<file path="config.mk">
export PLATFORM = sky130hd
export DESIGN_NAME = processor_mode_status_reg
export DESIGN_NICKNAME = d
export VERILOG_FILES = /design/src/verilog/pmode_pkg.sv /design/src/verilog/processor_mode_status_reg.sv /design/src/verilog/clock_out_gen.sv /design/src/verilog/saturation_unit.sv
export SDC_FILE = /design/constraint.sdc
export NUM_CORES = 1
export LEC_CHECK = 0
export BUFFER_PORTS_ARGS = -buffer_cell sky130_fd_sc_hd__buf_2
export CORE_UTILIZATION = 49
export CTS_BUF_LIST = sky130_fd_sc_hd__clkbuf_4 sky130_fd_sc_hd__clkbuf_8 sky130_fd_sc_hd__clkbuf_16
export CTS_CLUSTER_SIZE = 28
export DETAILED_ROUTE_END_ITERATION = 10
export GPL_TIMING_DRIVEN = 0
export PLACE_DENSITY = 0.8
export SYNTH_ARGS = -nofsm -noshare
export SYNTH_HDL_FRONTEND = slang
export SYNTH_HIERARCHICAL = 1
export SYNTH_SLANG_ARGS = --single-unit
export TNS_END_PERCENT = 20
</file>
<file path="constraint.sdc">
create_clock -name aclk -period 2.83 [get_ports aclk]
set_input_delay 0.1415 -clock aclk [delete_from_list [all_inputs] [get_ports aclk]]
set_output_delay 0.1415 -clock aclk [all_outputs]
set_load 0.05 [all_outputs]
</file>
<file path="src/verilog/pmode_pkg.sv">
// constants for the processor mode control register and its decoders
// assumes a 32-bit AXI4-Lite slave port and one 100 MHz clock
package pmode_pkg;
  // bus map
  localparam logic [3:0]  PMC_OFFSET    = 4'h0;   // processor_mode_control word
  localparam logic [1:0]  RESP_OKAY     = 2'h0;
  localparam logic [1:0]  RESP_SLVERR   = 2'h2;
  // field positions
  localparam int          PTR_LSB       = 7;
  localparam int          ROM_SEL_BIT   = 6;
  localparam int          OVERLAY_BIT   = 5;
  localparam int          VISIBLE_BIT   = 4;
  localparam int          DATA_ROM_BIT  = 3;
  localparam int          CLK_GATE_BIT  = 2;
  localparam int          MUL_SAT_BIT   = 1;
  localparam int          STORE_SAT_BIT = 0;
  // reset values
  localparam logic [8:0]  PTR_RESET     = 9'h1FF;
  localparam logic [5:0]  LOW_RESET     = 6'h00;
  // memory windows
  localparam logic [15:0] DARAM_LO      = 16'h0080;
  localparam logic [15:0] DARAM_HI      = 16'h9FFF;
  localparam logic [15:0] PROM_LO       = 16'hC000;
  localparam logic [15:0] DATA_ROM_LO   = 16'hF000;
  localparam logic [15:0] DATA_ROM_HI   = 16'hFEFF;
  // clock output: half period in ns, cycles derived at 10 ns
  localparam int          CLK_PERIOD_NS = 10;
  localparam int          PIN_HALF_NS   = 20;
  localparam int          PIN_HALF_CYC  = (PIN_HALF_NS + CLK_PERIOD_NS - 1) / CLK_PERIOD_NS;
  // saturation limits
  localparam logic [31:0] SAT_POS       = 32'h7FFFFFFF;
  localparam logic [31:0] SAT_NEG       = 32'h80000000;
  // interface states of the write path
  typedef enum logic [2:0] {
    WR_IDLE = 3'b001,
    WR_PART = 3'b010,
    WR_RESP = 3'b100
  } wr_state_e;
endpackage : pmode_pkg

</file>
<file path="src/verilog/processor_mode_status_reg.sv">
// processor mode control register with AXI4-Lite access and its decoders
// assumes core strobes on aclk; the mode pin is asynchronous
//
// Chosen here: the AXI4-Lite slave port and the placing of the registers.
`timescale 1ns/1ps
module processor_mode_status_reg (
  input  wire logic        aclk,
  input  wire logic        aresetn,
  // axi4-lite slave
  input  wire logic [3:0]  awaddr,
  input  wire logic        awvalid,
  output logic             awready,
  input  wire logic [31:0] wdata,
  input  wire logic [3:0]  wstrb,
  input  wire logic        wvalid,
  output logic             wready,
  output logic      [1:0]  bresp,
  output logic             bvalid,
  input  wire logic        bready,
  input  wire logic [3:0]  araddr,
  input  wire logic        arvalid,
  output logic             arready,
  output logic      [31:0] rdata,
  output logic      [1:0]  rresp,
  output logic             rvalid,
  input  wire logic        rready,
  // core side
  input  wire logic        rom_mode_pin,
  input  wire logic        soft_reset,
  input  wire logic [4:0]  vector_num,
  input  wire logic [15:0] prog_addr,
  input  wire logic [15:0] data_addr,
  input  wire logic        ext_access,
  input  wire logic [15:0] ext_addr_in,
  output logic      [15:0] vector_addr,
  output logic             prog_rom_hit,
  output logic             prog_ram_hit,
  output logic             data_rom_hit,
  output logic      [15:0] ext_addr,
  output logic             clock_output_pin,
  input  wire logic        overflow_mode,
  input  wire logic        fractional_mode,
  input  wire logic [31:0] product_in,
  input  wire logic [39:0] acc_in,
  input  wire logic [3:0]  store_shift,
  output logic      [31:0] product_out,
  output logic      [31:0] store_out
);
  import pmode_pkg::*;

  logic [8:0]  vector_page_pointer;  // vector page
  logic        rom_mode_select;      // 1 = on-chip rom off
  logic [5:0]  low_bits;             // overlay .. store saturation
  logic        pin_meta;             // first sync stage, read only by pin_sync
  logic        pin_sync;             // synchronised mode pin
  wr_state_e   wr_state;             // write path state
  logic        aw_got;               // address taken this write
  logic        w_got;                // data taken this write
  logic [3:0]  aw_addr;              // held write address
  logic [31:0] w_data;               // held write data
  logic [3:0]  w_strb;               // held byte enables
  logic        wr_fire;              // write commits this cycle
  logic        wr_hit;               // commit hits the register
  logic [15:0] pmc;                  // register image
  logic        ram_overlay;
  logic        address_visibility;
  logic        data_rom_map;
  logic        clock_output_disable;
  logic        multiply_saturation;
  logic        store_saturation;

  // in-range test shared by the decoders
  function automatic logic in_range(input logic [15:0] a, input logic [15:0] lo,
                                    input logic [15:0] hi);
    in_range = (a >= lo) && (a <= hi);
  endfunction : in_range

  assign pmc = {vector_page_pointer, rom_mode_select, low_bits};
  assign ram_overlay          = low_bits[OVERLAY_BIT];
  assign address_visibility   = low_bits[VISIBLE_BIT];
  assign data_rom_map         = low_bits[DATA_ROM_BIT];
  assign clock_output_disable = low_bits[CLK_GATE_BIT];
  assign multiply_saturation  = low_bits[MUL_SAT_BIT];
  assign store_saturation     = low_bits[STORE_SAT_BIT];

  // mode pin sync, free running so the value is ready while reset is held
  always_ff @(posedge aclk) begin
    pin_meta <= rom_mode_pin;
    pin_sync <= pin_meta;
  end

  // write path: address and data in either order, then one response
  always_ff @(posedge aclk) begin
    if (!aresetn) begin
      wr_state <= WR_IDLE;
      aw_got   <= 1'b0;
      w_got    <= 1'b0;
    end else begin
      case (wr_state)
        WR_IDLE, WR_PART: begin
          if (wr_fire) begin
            wr_state <= WR_RESP;
            aw_got   <= 1'b0;
            w_got    <= 1'b0;
          end else begin
            if (awvalid && awready) aw_got <= 1'b1;
            if (wvalid && wready) w_got <= 1'b1;
            if ((awvalid && awready) || (wvalid && wready)) wr_state <= WR_PART;
          end
        end
        WR_RESP: begin
          if (bready) wr_state <= WR_IDLE;
        end
        default: wr_state <= WR_IDLE;
      endcase
    end
  end

  // held payload of the write
  always_ff @(posedge aclk) begin
    if (!aresetn) begin
      aw_addr <= 4'h0;
      w_data  <= 32'h0;
      w_strb  <= 4'h0;
    end else begin
      if (awvalid && awready) aw_addr <= awaddr;
      if (wvalid && wready) begin
        w_data <= wdata;
        w_strb <= wstrb;
      end
    end
  end

  assign awready = (wr_state != WR_RESP) && !aw_got;
  assign wready  = (wr_state != WR_RESP) && !w_got;
  assign bvalid  = (wr_state == WR_RESP);
  // commit once both halves are present, held or arriving
  assign wr_fire = (wr_state != WR_RESP) && (aw_got || awvalid) && (w_got || wvalid);
  assign wr_hit  = wr_fire && ((aw_got ? aw_addr : awaddr) == PMC_OFFSET);

  // response code: unmapped words answer slave error
  always_ff @(posedge aclk) begin
    if (!aresetn) begin
      bresp <= RESP_OKAY;
    end else if (wr_fire) begin
      bresp <= wr_hit ? RESP_OKAY : RESP_SLVERR;
    end
  end

  // vector page pointer: hardware reset only, soft reset leaves it
  always_ff @(posedge aclk) begin
    if (!aresetn) begin
      vector_page_pointer <= PTR_RESET;
    end else if (wr_hit) begin
      if ((w_got ? w_strb[0] : wstrb[0]))
        vector_page_pointer[0] <= (w_got ? w_data[PTR_LSB] : wdata[PTR_LSB]);
      if ((w_got ? w_strb[1] : wstrb[1]))
        vector_page_pointer[8:1] <= (w_got ? w_data[15:8] : wdata[15:8]);
    end
  end

  // rom select follows the pin during reset, then only software
  always_ff @(posedge aclk) begin
    if (!aresetn) begin
      rom_mode_select <= pin_sync;
    end else if (wr_hit && (w_got ? w_strb[0] : wstrb[0])) begin
      rom_mode_select <= (w_got ? w_data[ROM_SEL_BIT] : wdata[ROM_SEL_BIT]);
    end
  end

  // low control bits; soft reset clears them, a bus write the same cycle wins
  always_ff @(posedge aclk) begin
    if (!aresetn) begin
      low_bits <= LOW_RESET;
    end else if (wr_hit && (w_got ? w_strb[0] : wstrb[0])) begin
      low_bits <= (w_got ? w_data[5:0] : wdata[5:0]);
    end else if (soft_reset) begin
      low_bits <= LOW_RESET;
    end
  end

  // read path: one read in flight, answer one cycle after the address
  assign arready = !rvalid;
  always_ff @(posedge aclk) begin
    if (!aresetn) begin
      rvalid <= 1'b0;
      rdata  <= 32'h0;
      rresp  <= RESP_OKAY;
    end else if (arvalid && arready) begin
      rvalid <= 1'b1;
      rdata  <= (araddr == PMC_OFFSET) ? {16'h0, pmc} : 32'h0;
      rresp  <= (araddr == PMC_OFFSET) ? RESP_OKAY : RESP_SLVERR;
    end else if (rready) begin
      rvalid <= 1'b0;
    end
  end

  // vector fetch address: four words per vector within the page
  always_ff @(posedge aclk) begin
    if (!aresetn) begin
      vector_addr <= 16'h0;
    end else begin
      vector_addr <= {vector_page_pointer, vector_num, 2'b00};
    end
  end

  // memory decoders, registered
  always_ff @(posedge aclk) begin
    if (!aresetn) begin
      prog_rom_hit <= 1'b0;
      prog_ram_hit <= 1'b0;
      data_rom_hit <= 1'b0;
    end else begin
      prog_rom_hit <= !rom_mode_select && (prog_addr >= PROM_LO);
      // page 0 never overlays program space
      prog_ram_hit <= ram_overlay && in_range(prog_addr, DARAM_LO, DARAM_HI);
      // data rom window is a guess at the portion, kept small
      data_rom_hit <= data_rom_map && in_range(data_addr, DATA_ROM_LO, DATA_ROM_HI);
    end
  end

  // external address pins: trace program address, else take ext_addr_in on an external access, else hold the last
  always_ff @(posedge aclk) begin
    if (!aresetn) begin
      ext_addr <= 16'h0;
    end else if (address_visibility) begin
      ext_addr <= prog_addr;
    end else if (ext_access) begin
      ext_addr <= ext_addr_in;
    end
  end

  clock_out_gen u_clk (
    .aclk                 (aclk),
    .aresetn              (aresetn),
    .clock_output_disable (clock_output_disable),
    .clock_output_pin     (clock_output_pin)
  );

  saturation_unit u_sat (
    .aclk                (aclk),
    .aresetn             (aresetn),
    .multiply_saturation (multiply_saturation),
    .store_saturation    (store_saturation),
    .overflow_mode       (overflow_mode),
    .fractional_mode     (fractional_mode),
    .product_in          (product_in),
    .acc_in              (acc_in),
    .store_shift         (store_shift),
    .product_out         (product_out),
    .store_out           (store_out)
  );

  reset_pointer_a: assert property (@(posedge aclk) disable iff (!aresetn)
    $past(!aresetn) |-> vector_page_pointer == PTR_RESET) else $error("pointer not all ones");
  soft_keeps_ptr_a: assert property (@(posedge aclk) disable iff (!aresetn)
    (soft_reset && !wr_hit) |=> $stable(vector_page_pointer)) else $error("pointer moved");
  soft_keeps_rom_a: assert property (@(posedge aclk) disable iff (!aresetn)
    (soft_reset && !wr_hit) |=> $stable(rom_mode_select)) else $error("rom select moved");
  vector_page_a: assert property (@(posedge aclk) disable iff (!aresetn)
    1 |=> vector_addr == {$past(vector_page_pointer), $past(vector_num), 2'b00})
    else $error("vector address wrong");
  overlay_gate_a: assert property (@(posedge aclk) disable iff (!aresetn)
    (!ram_overlay ##1 !$past(wr_hit)) |-> !prog_ram_hit) else $error("ram in program space");
  page_zero_out_a: assert property (@(posedge aclk) disable iff (!aresetn)
    (prog_addr < DARAM_LO) |=> !prog_ram_hit) else $error("page 0 overlaid");
  rom_gate_a: assert property (@(posedge aclk) disable iff (!aresetn)
    rom_mode_select |=> !prog_rom_hit) else $error("rom mapped while disabled");
  data_rom_map_gate_a: assert property (@(posedge aclk) disable iff (!aresetn)
    !data_rom_map |=> !data_rom_hit) else $error("rom in data space");
  addr_hold_a: assert property (@(posedge aclk) disable iff (!aresetn)
    (!address_visibility && !ext_access) |=> $stable(ext_addr)) else $error("address moved");
  addr_trace_a: assert property (@(posedge aclk) disable iff (!aresetn)
    address_visibility |=> ext_addr == $past(prog_addr)) else $error("address not traced");
  // reset loads: rom select from the synced pin, low bits cleared
  pin_load_a: assert property (@(posedge aclk) disable iff (!aresetn)
    $past(!aresetn) |-> rom_mode_select == $past(pin_sync))
    else $error("rom select not from pin");
  low_reset_a: assert property (@(posedge aclk) disable iff (!aresetn)
    $past(!aresetn) |-> low_bits == LOW_RESET) else $error("low bits not cleared");
  // read-back shows the image as it stood when the address was taken
  read_value_a: assert property (@(posedge aclk) disable iff (!aresetn)
    (arvalid && arready && araddr == PMC_OFFSET) |=> rdata == {16'h0, $past(pmc)})
    else $error("read value wrong");
  rom_map_a: assert property (@(posedge aclk) disable iff (!aresetn)
    (!rom_mode_select && prog_addr >= PROM_LO) |=> prog_rom_hit) else $error("rom not mapped");
  cov_write: cover property (@(posedge aclk) disable iff (!aresetn) wr_hit ##1 bvalid);
  cov_read: cover property (@(posedge aclk) disable iff (!aresetn) rvalid && rready);
  cov_overlay: cover property (@(posedge aclk) disable iff (!aresetn) prog_ram_hit);
endmodule : processor_mode_status_reg

</file>
<file path="src/verilog/clock_out_gen.sv">
// clock output pin generator, gated high by the disable bit
// assumes the same clock as the register block
`timescale 1ns/1ps
module clock_out_gen (
  input  wire logic aclk,
  input  wire logic aresetn,
  input  wire logic clock_output_disable,
  output logic      clock_output_pin
);
  import pmode_pkg::*;
  logic [3:0] half_cnt;  // cycles within a half period

  // divider: one-cycle enable at each half period end
  always_ff @(posedge aclk) begin
    if (!aresetn || half_cnt == 4'(PIN_HALF_CYC - 1)) begin
      half_cnt <= 4'h0;
    end else begin
      half_cnt <= half_cnt + 4'h1;
    end
  end

  // pin toggles on the enable; disabled pin parks high
  always_ff @(posedge aclk) begin
    if (!aresetn || clock_output_disable) begin
      clock_output_pin <= 1'b1;
    end else if (half_cnt == 4'(PIN_HALF_CYC - 1)) begin
      clock_output_pin <= ~clock_output_pin;
    end
  end

  park_high_a: assert property (@(posedge aclk) disable iff (!aresetn)
    clock_output_disable |=> clock_output_pin) else $error("clock pin not parked high");
  cov_toggle: cover property (@(posedge aclk) disable iff (!aresetn)
    !clock_output_disable ##1 $fell(clock_output_pin));
endmodule : clock_out_gen

</file>
<file path="src/verilog/saturation_unit.sv">
// product and store saturation, registered results
// assumes fractional products already shifted left by one
`timescale 1ns/1ps
module saturation_unit (
  input  wire logic        aclk,
  input  wire logic        aresetn,
  input  wire logic        multiply_saturation,
  input  wire logic        store_saturation,
  input  wire logic        overflow_mode,
  input  wire logic        fractional_mode,
  input  wire logic [31:0] product_in,
  input  wire logic [39:0] acc_in,
  input  wire logic [3:0]  store_shift,
  output logic      [31:0] product_out,
  output logic      [31:0] store_out
);
  import pmode_pkg::*;
  logic [39:0] shifted;  // accumulator after the store shift
  logic        fits;     // shifted value fits 32 signed bits

  always_comb begin
    shifted = acc_in << store_shift;
    fits    = (shifted[39:31] == {9{shifted[31]}});
  end

  // only -1 x -1 in fractional mode overflows the product
  always_ff @(posedge aclk) begin
    if (!aresetn) begin
      product_out <= 32'h0;
    end else if (multiply_saturation && overflow_mode && fractional_mode
                 && product_in == SAT_NEG) begin
      product_out <= SAT_POS;
    end else begin
      product_out <= product_in;
    end
  end

  // saturation applies after the shift
  always_ff @(posedge aclk) begin
    if (!aresetn) begin
      store_out <= 32'h0;
    end else if (store_saturation && !fits) begin
      store_out <= shifted[39] ? SAT_NEG : SAT_POS;
    end else begin
      store_out <= shifted[31:0];
    end
  end

  mul_sat_a: assert property (@(posedge aclk) disable iff (!aresetn)
    (multiply_saturation && overflow_mode && fractional_mode && product_in == SAT_NEG)
    |=> product_out == SAT_POS) else $error("product not saturated");
  store_sat_a: assert property (@(posedge aclk) disable iff (!aresetn)
    (store_saturation && !fits && !shifted[39]) |=> store_out == SAT_POS)
    else $error("store not saturated");
  cov_store_sat: cover property (@(posedge aclk) disable iff (!aresetn)
    store_saturation && !fits);
endmodule : saturation_unit

</file>
==> reports/qor.yml <==
logic_synthesis:
  ys_seq_area_share_pct: 39.9
  syn_area_per_cell_um2: 9.46
  synth_top_cell_by_area: "dfxtp_1"
  synthArstFlopShare_pct: 0
  synth_area_leaders: "dfxtp_1 40%, mux2i_1 8.1%, mux4_2 7.5%"
  ys_warn_count: 6
  syn_area_um2: 8360
  synth_top_area_share_pct: 39.5
  ys_ff_latch: 166
  yosysUniqueCellTypes: 68
  synth_edf_count: 1
  yosysMostFrequentCell: "dfxtp_1"
  ys.flop_type: "dfxtp_1"
  synth_cells: 883
  netlist_top_cells_count: "165 x dfxtp_1, 100 x nand2_1, 92 x nor2_1"
status:
  status: "finished clean"
placement:
  io_buffers: 276
  dp_hpwl_um: 17500
  finalWeightedCongestion: 0.893
worst_setup_path:
  crit_chain: "buf_2 -> buf_6 -> mux4_2 -> mux4_2 -> nor3_1 -> a211o_1 -> a211o_1 -> buf_6 -> o31ai_1"
  arrival_ns: 2.53
  path_max_fanout: 10
  cpMaxStageDelayCell: "mux4_2"
  critPathCaptureType: "flop"
  path_buf_inv: 3
  cp_data_required_time_ns: 3.12
  crit_path_start_kind: "input pin"
  cp_num_cells: 9
  max_stage_delay_ns: 0.55
  path_class: "input pin to flop"
  cpLargestDelayFamily: "multiplexers"
  worst_r2r_endpoint: "u_sat/product_out[1]$_SDFF_PN0_"
  timing.rr.start: "low_bits[1]$_SDFFE_PN0P_"
  ff2ff_path_depth: 7
  r2r_slack_ns: 0.90
sta:
  tns_ns: 0
  setup_viol: 0
  fin_crit_ns: 2.24
  fmaxAchievable_mhz: 446
  rsz0062_at_grt: "no"
  fin_skew_ns: 0.00788
  tightest_slew_ns: 0.614
  fin_crit_sh_pct: 79.2
  hold_viol: 0
  relSlewSlack_pct: 59.1
  maxSlewViolCount: 0
detailed_routing:
  drtPass1Iterations: 5
  ant_nets: 0
  drcViolationCount: 0
  drt_iter0_drc: 469
  wirelength_um: 24100
  wl_per_cell_um: 16.1
  vias: 8029
  vias_per_cell: 5.38
cts:
  cts-root-buf: "clkbuf_16"
  clk_pin_slew_ns: 0.06
  numCtsBuffers: 17
  cts_max_level: 4
  clock_latency_ns: 0.42
  cts_tree: "yes"
  clockBufferDepth: 2
  cts.sinks: 166
  post_cts_buffers: 0
global_routing:
  grt_pass1_wl_um: 37800
  grt_overflow: 0
  antenna_found_initial: 0
  grt_use_total_pct: 27.0
  grt_max_degree: 17
  grt_pass1_vias: 7645
die:
  chipWidth_um: 133
  num_rows: 47
  dieArea_um2: 17600
  initial_core_util_pct: 50.2
  core_region_area_um2: 16600
  ios: 326
  die_h_um: 133
layout:
  areaGrowthSynthToFinish_pct: 35.7
  drive_above_1_share_pct: 35.7
  antenna_cells: 0
  nets: 1447
  fill_cells: 1271
min_path:
  hold_end: "prog_ram_hit$_SDFF_PN0_"
  hold_start: "prog_addr[13]"
  hp-class: "input pin to flop"
  holdPathStages: 3
pwr:
  total_power_mw: 7.13
  p_leak_nw: 5.19
  powerDensity_nw_per_um2: 629
  ir_drop_v: 0.000409
job:
  drv_cap: 0
-- state kept, by name, indices dropped and copies added (netlist names), 2 cells and up --
| signal | flops |
|---|---|
| u_clk/half_cnt | 4 |
| u_sat/product_out | 32 |
| ext_addr | 16 |
| w_strb | 2 |
| w_data | 16 |
| vector_addr | 14 |
| low_bits | 6 |
| vector_page_pointer | 9 |
| rdata | 16 |
| aw_addr | 4 |
| wr_state | 3 |
| u_sat/store_out | 32 |
-- cell usage in the layout, fill, tap and decap left out, types with 28 or more instances in the layout --
master / synthesis / final
dlygate4sd3_1: 0 / 63
o21ai_2: 29 / 29
and2_1: 37 / 37
nand2_1: 100 / 100
mux2i_1: 68 / 68
mux4_2: 28 / 28
clkbuf_1: 32 / 32
nor2_1: 92 / 92
buf_2: 18 / 294
a21oi_1: 32 / 32
o21ai_0: 45 / 45
dfxtp_1: 165 / 165
-- metrics by stage --
step | setup slack, ns | hold WS, ns | utilization (%) | cells | cell area (um^2)
after floorplan | 0.579 | 0.169 | - | 902 | 8430
after global placement | 0.194 | 0.245 | 60.6 | 1398 | 10100
after detailed placement | 0.156 | 0.249 | 60.6 | 1398 | 10100
after CTS | 0.595 | 0.00680 | 68.1 | 1493 | 11300
after global routing | 0.394 | 0.0133 | 68.1 | 1493 | 11300
final | 0.587 | 0.0193 | 68.1 | 1493 | 11300
-- worst min-delay path, stage by stage --
cell and delay, ns:
buf_2 0.10, nor2_1 0.04, a31oi_1 0.11
-- per-layer routing --
metal | global-route usage [%] | wire (um) | share of wire, %
met1 | 32.2 | 9910 | 41
met2 | 48.0 | 12100 | 50
met3 | 5.25 | 1570 | 6.5
met4 | 10.3 | 548 | 2.3
met5 | 0 | 0 | 0
-- cell families after synthesis --
family | after synthesis | synth area share [%]
simple gates | 306 | 17.8
compound gates | 184 | 15.3
flops | 166 | 39.9
mux | 125 | 20.0
buf+inv | 97 | 6.42
fa+ha+maj | 2 | 0.299
xor+xnor | 2 | 0.210
other cells | 1 | 0.0449
-- area by class of cell --
type | count | area [um^2] | area share, %
Buffer | 86 | 495 | 4.37
Clock buffer | 19 | 458 | 4.04
Clock inverter | 13 | 168 | 1.48
Inverter | 11 | 41.3 | 0.364
Multi-Input combinational cell | 639 | 4560 | 40.2
Sequential cell | 166 | 3330 | 29.4
Tap cell | 220 | 275 | 2.43
Timing Repair Buffer | 339 | 2010 | 17.7
-- power by group --
| part | internal (mW) | switching [mW] |
|---|---|---|
| combinational | 0.752 | 1.32 |
| clock | 1.46 | 0.957 |
| sequential | 2.54 | 0.102 |
-- worst max-delay path by stage --
stage	start	slack, ns	endpoint
2_1_floorplan	store_shift[1]	0.58	u_sat/store_out[6]$_SDFF_PN0_
3_5_place_dp	store_shift[1]	0.16	u_sat/store_out[6]$_SDFF_PN0_
5_1_grt	store_shift[1]	0.39	u_sat/store_out[6]$_SDFF_PN0_
4_1_cts	store_shift[1]	0.60	u_sat/store_out[6]$_SDFF_PN0_
6_report	store_shift[1]	0.59	u_sat/store_out[6]$_SDFF_PN0_
3_3_place_gp	store_shift[1]	0.19	u_sat/store_out[6]$_SDFF_PN0_
-- repair_timing --
action	4_1_cts	5_1_grt
hold endpoints to repair	61	0
hold buffers	63	0
resized for setup	0	0
(Power assumes the default switching activity.)
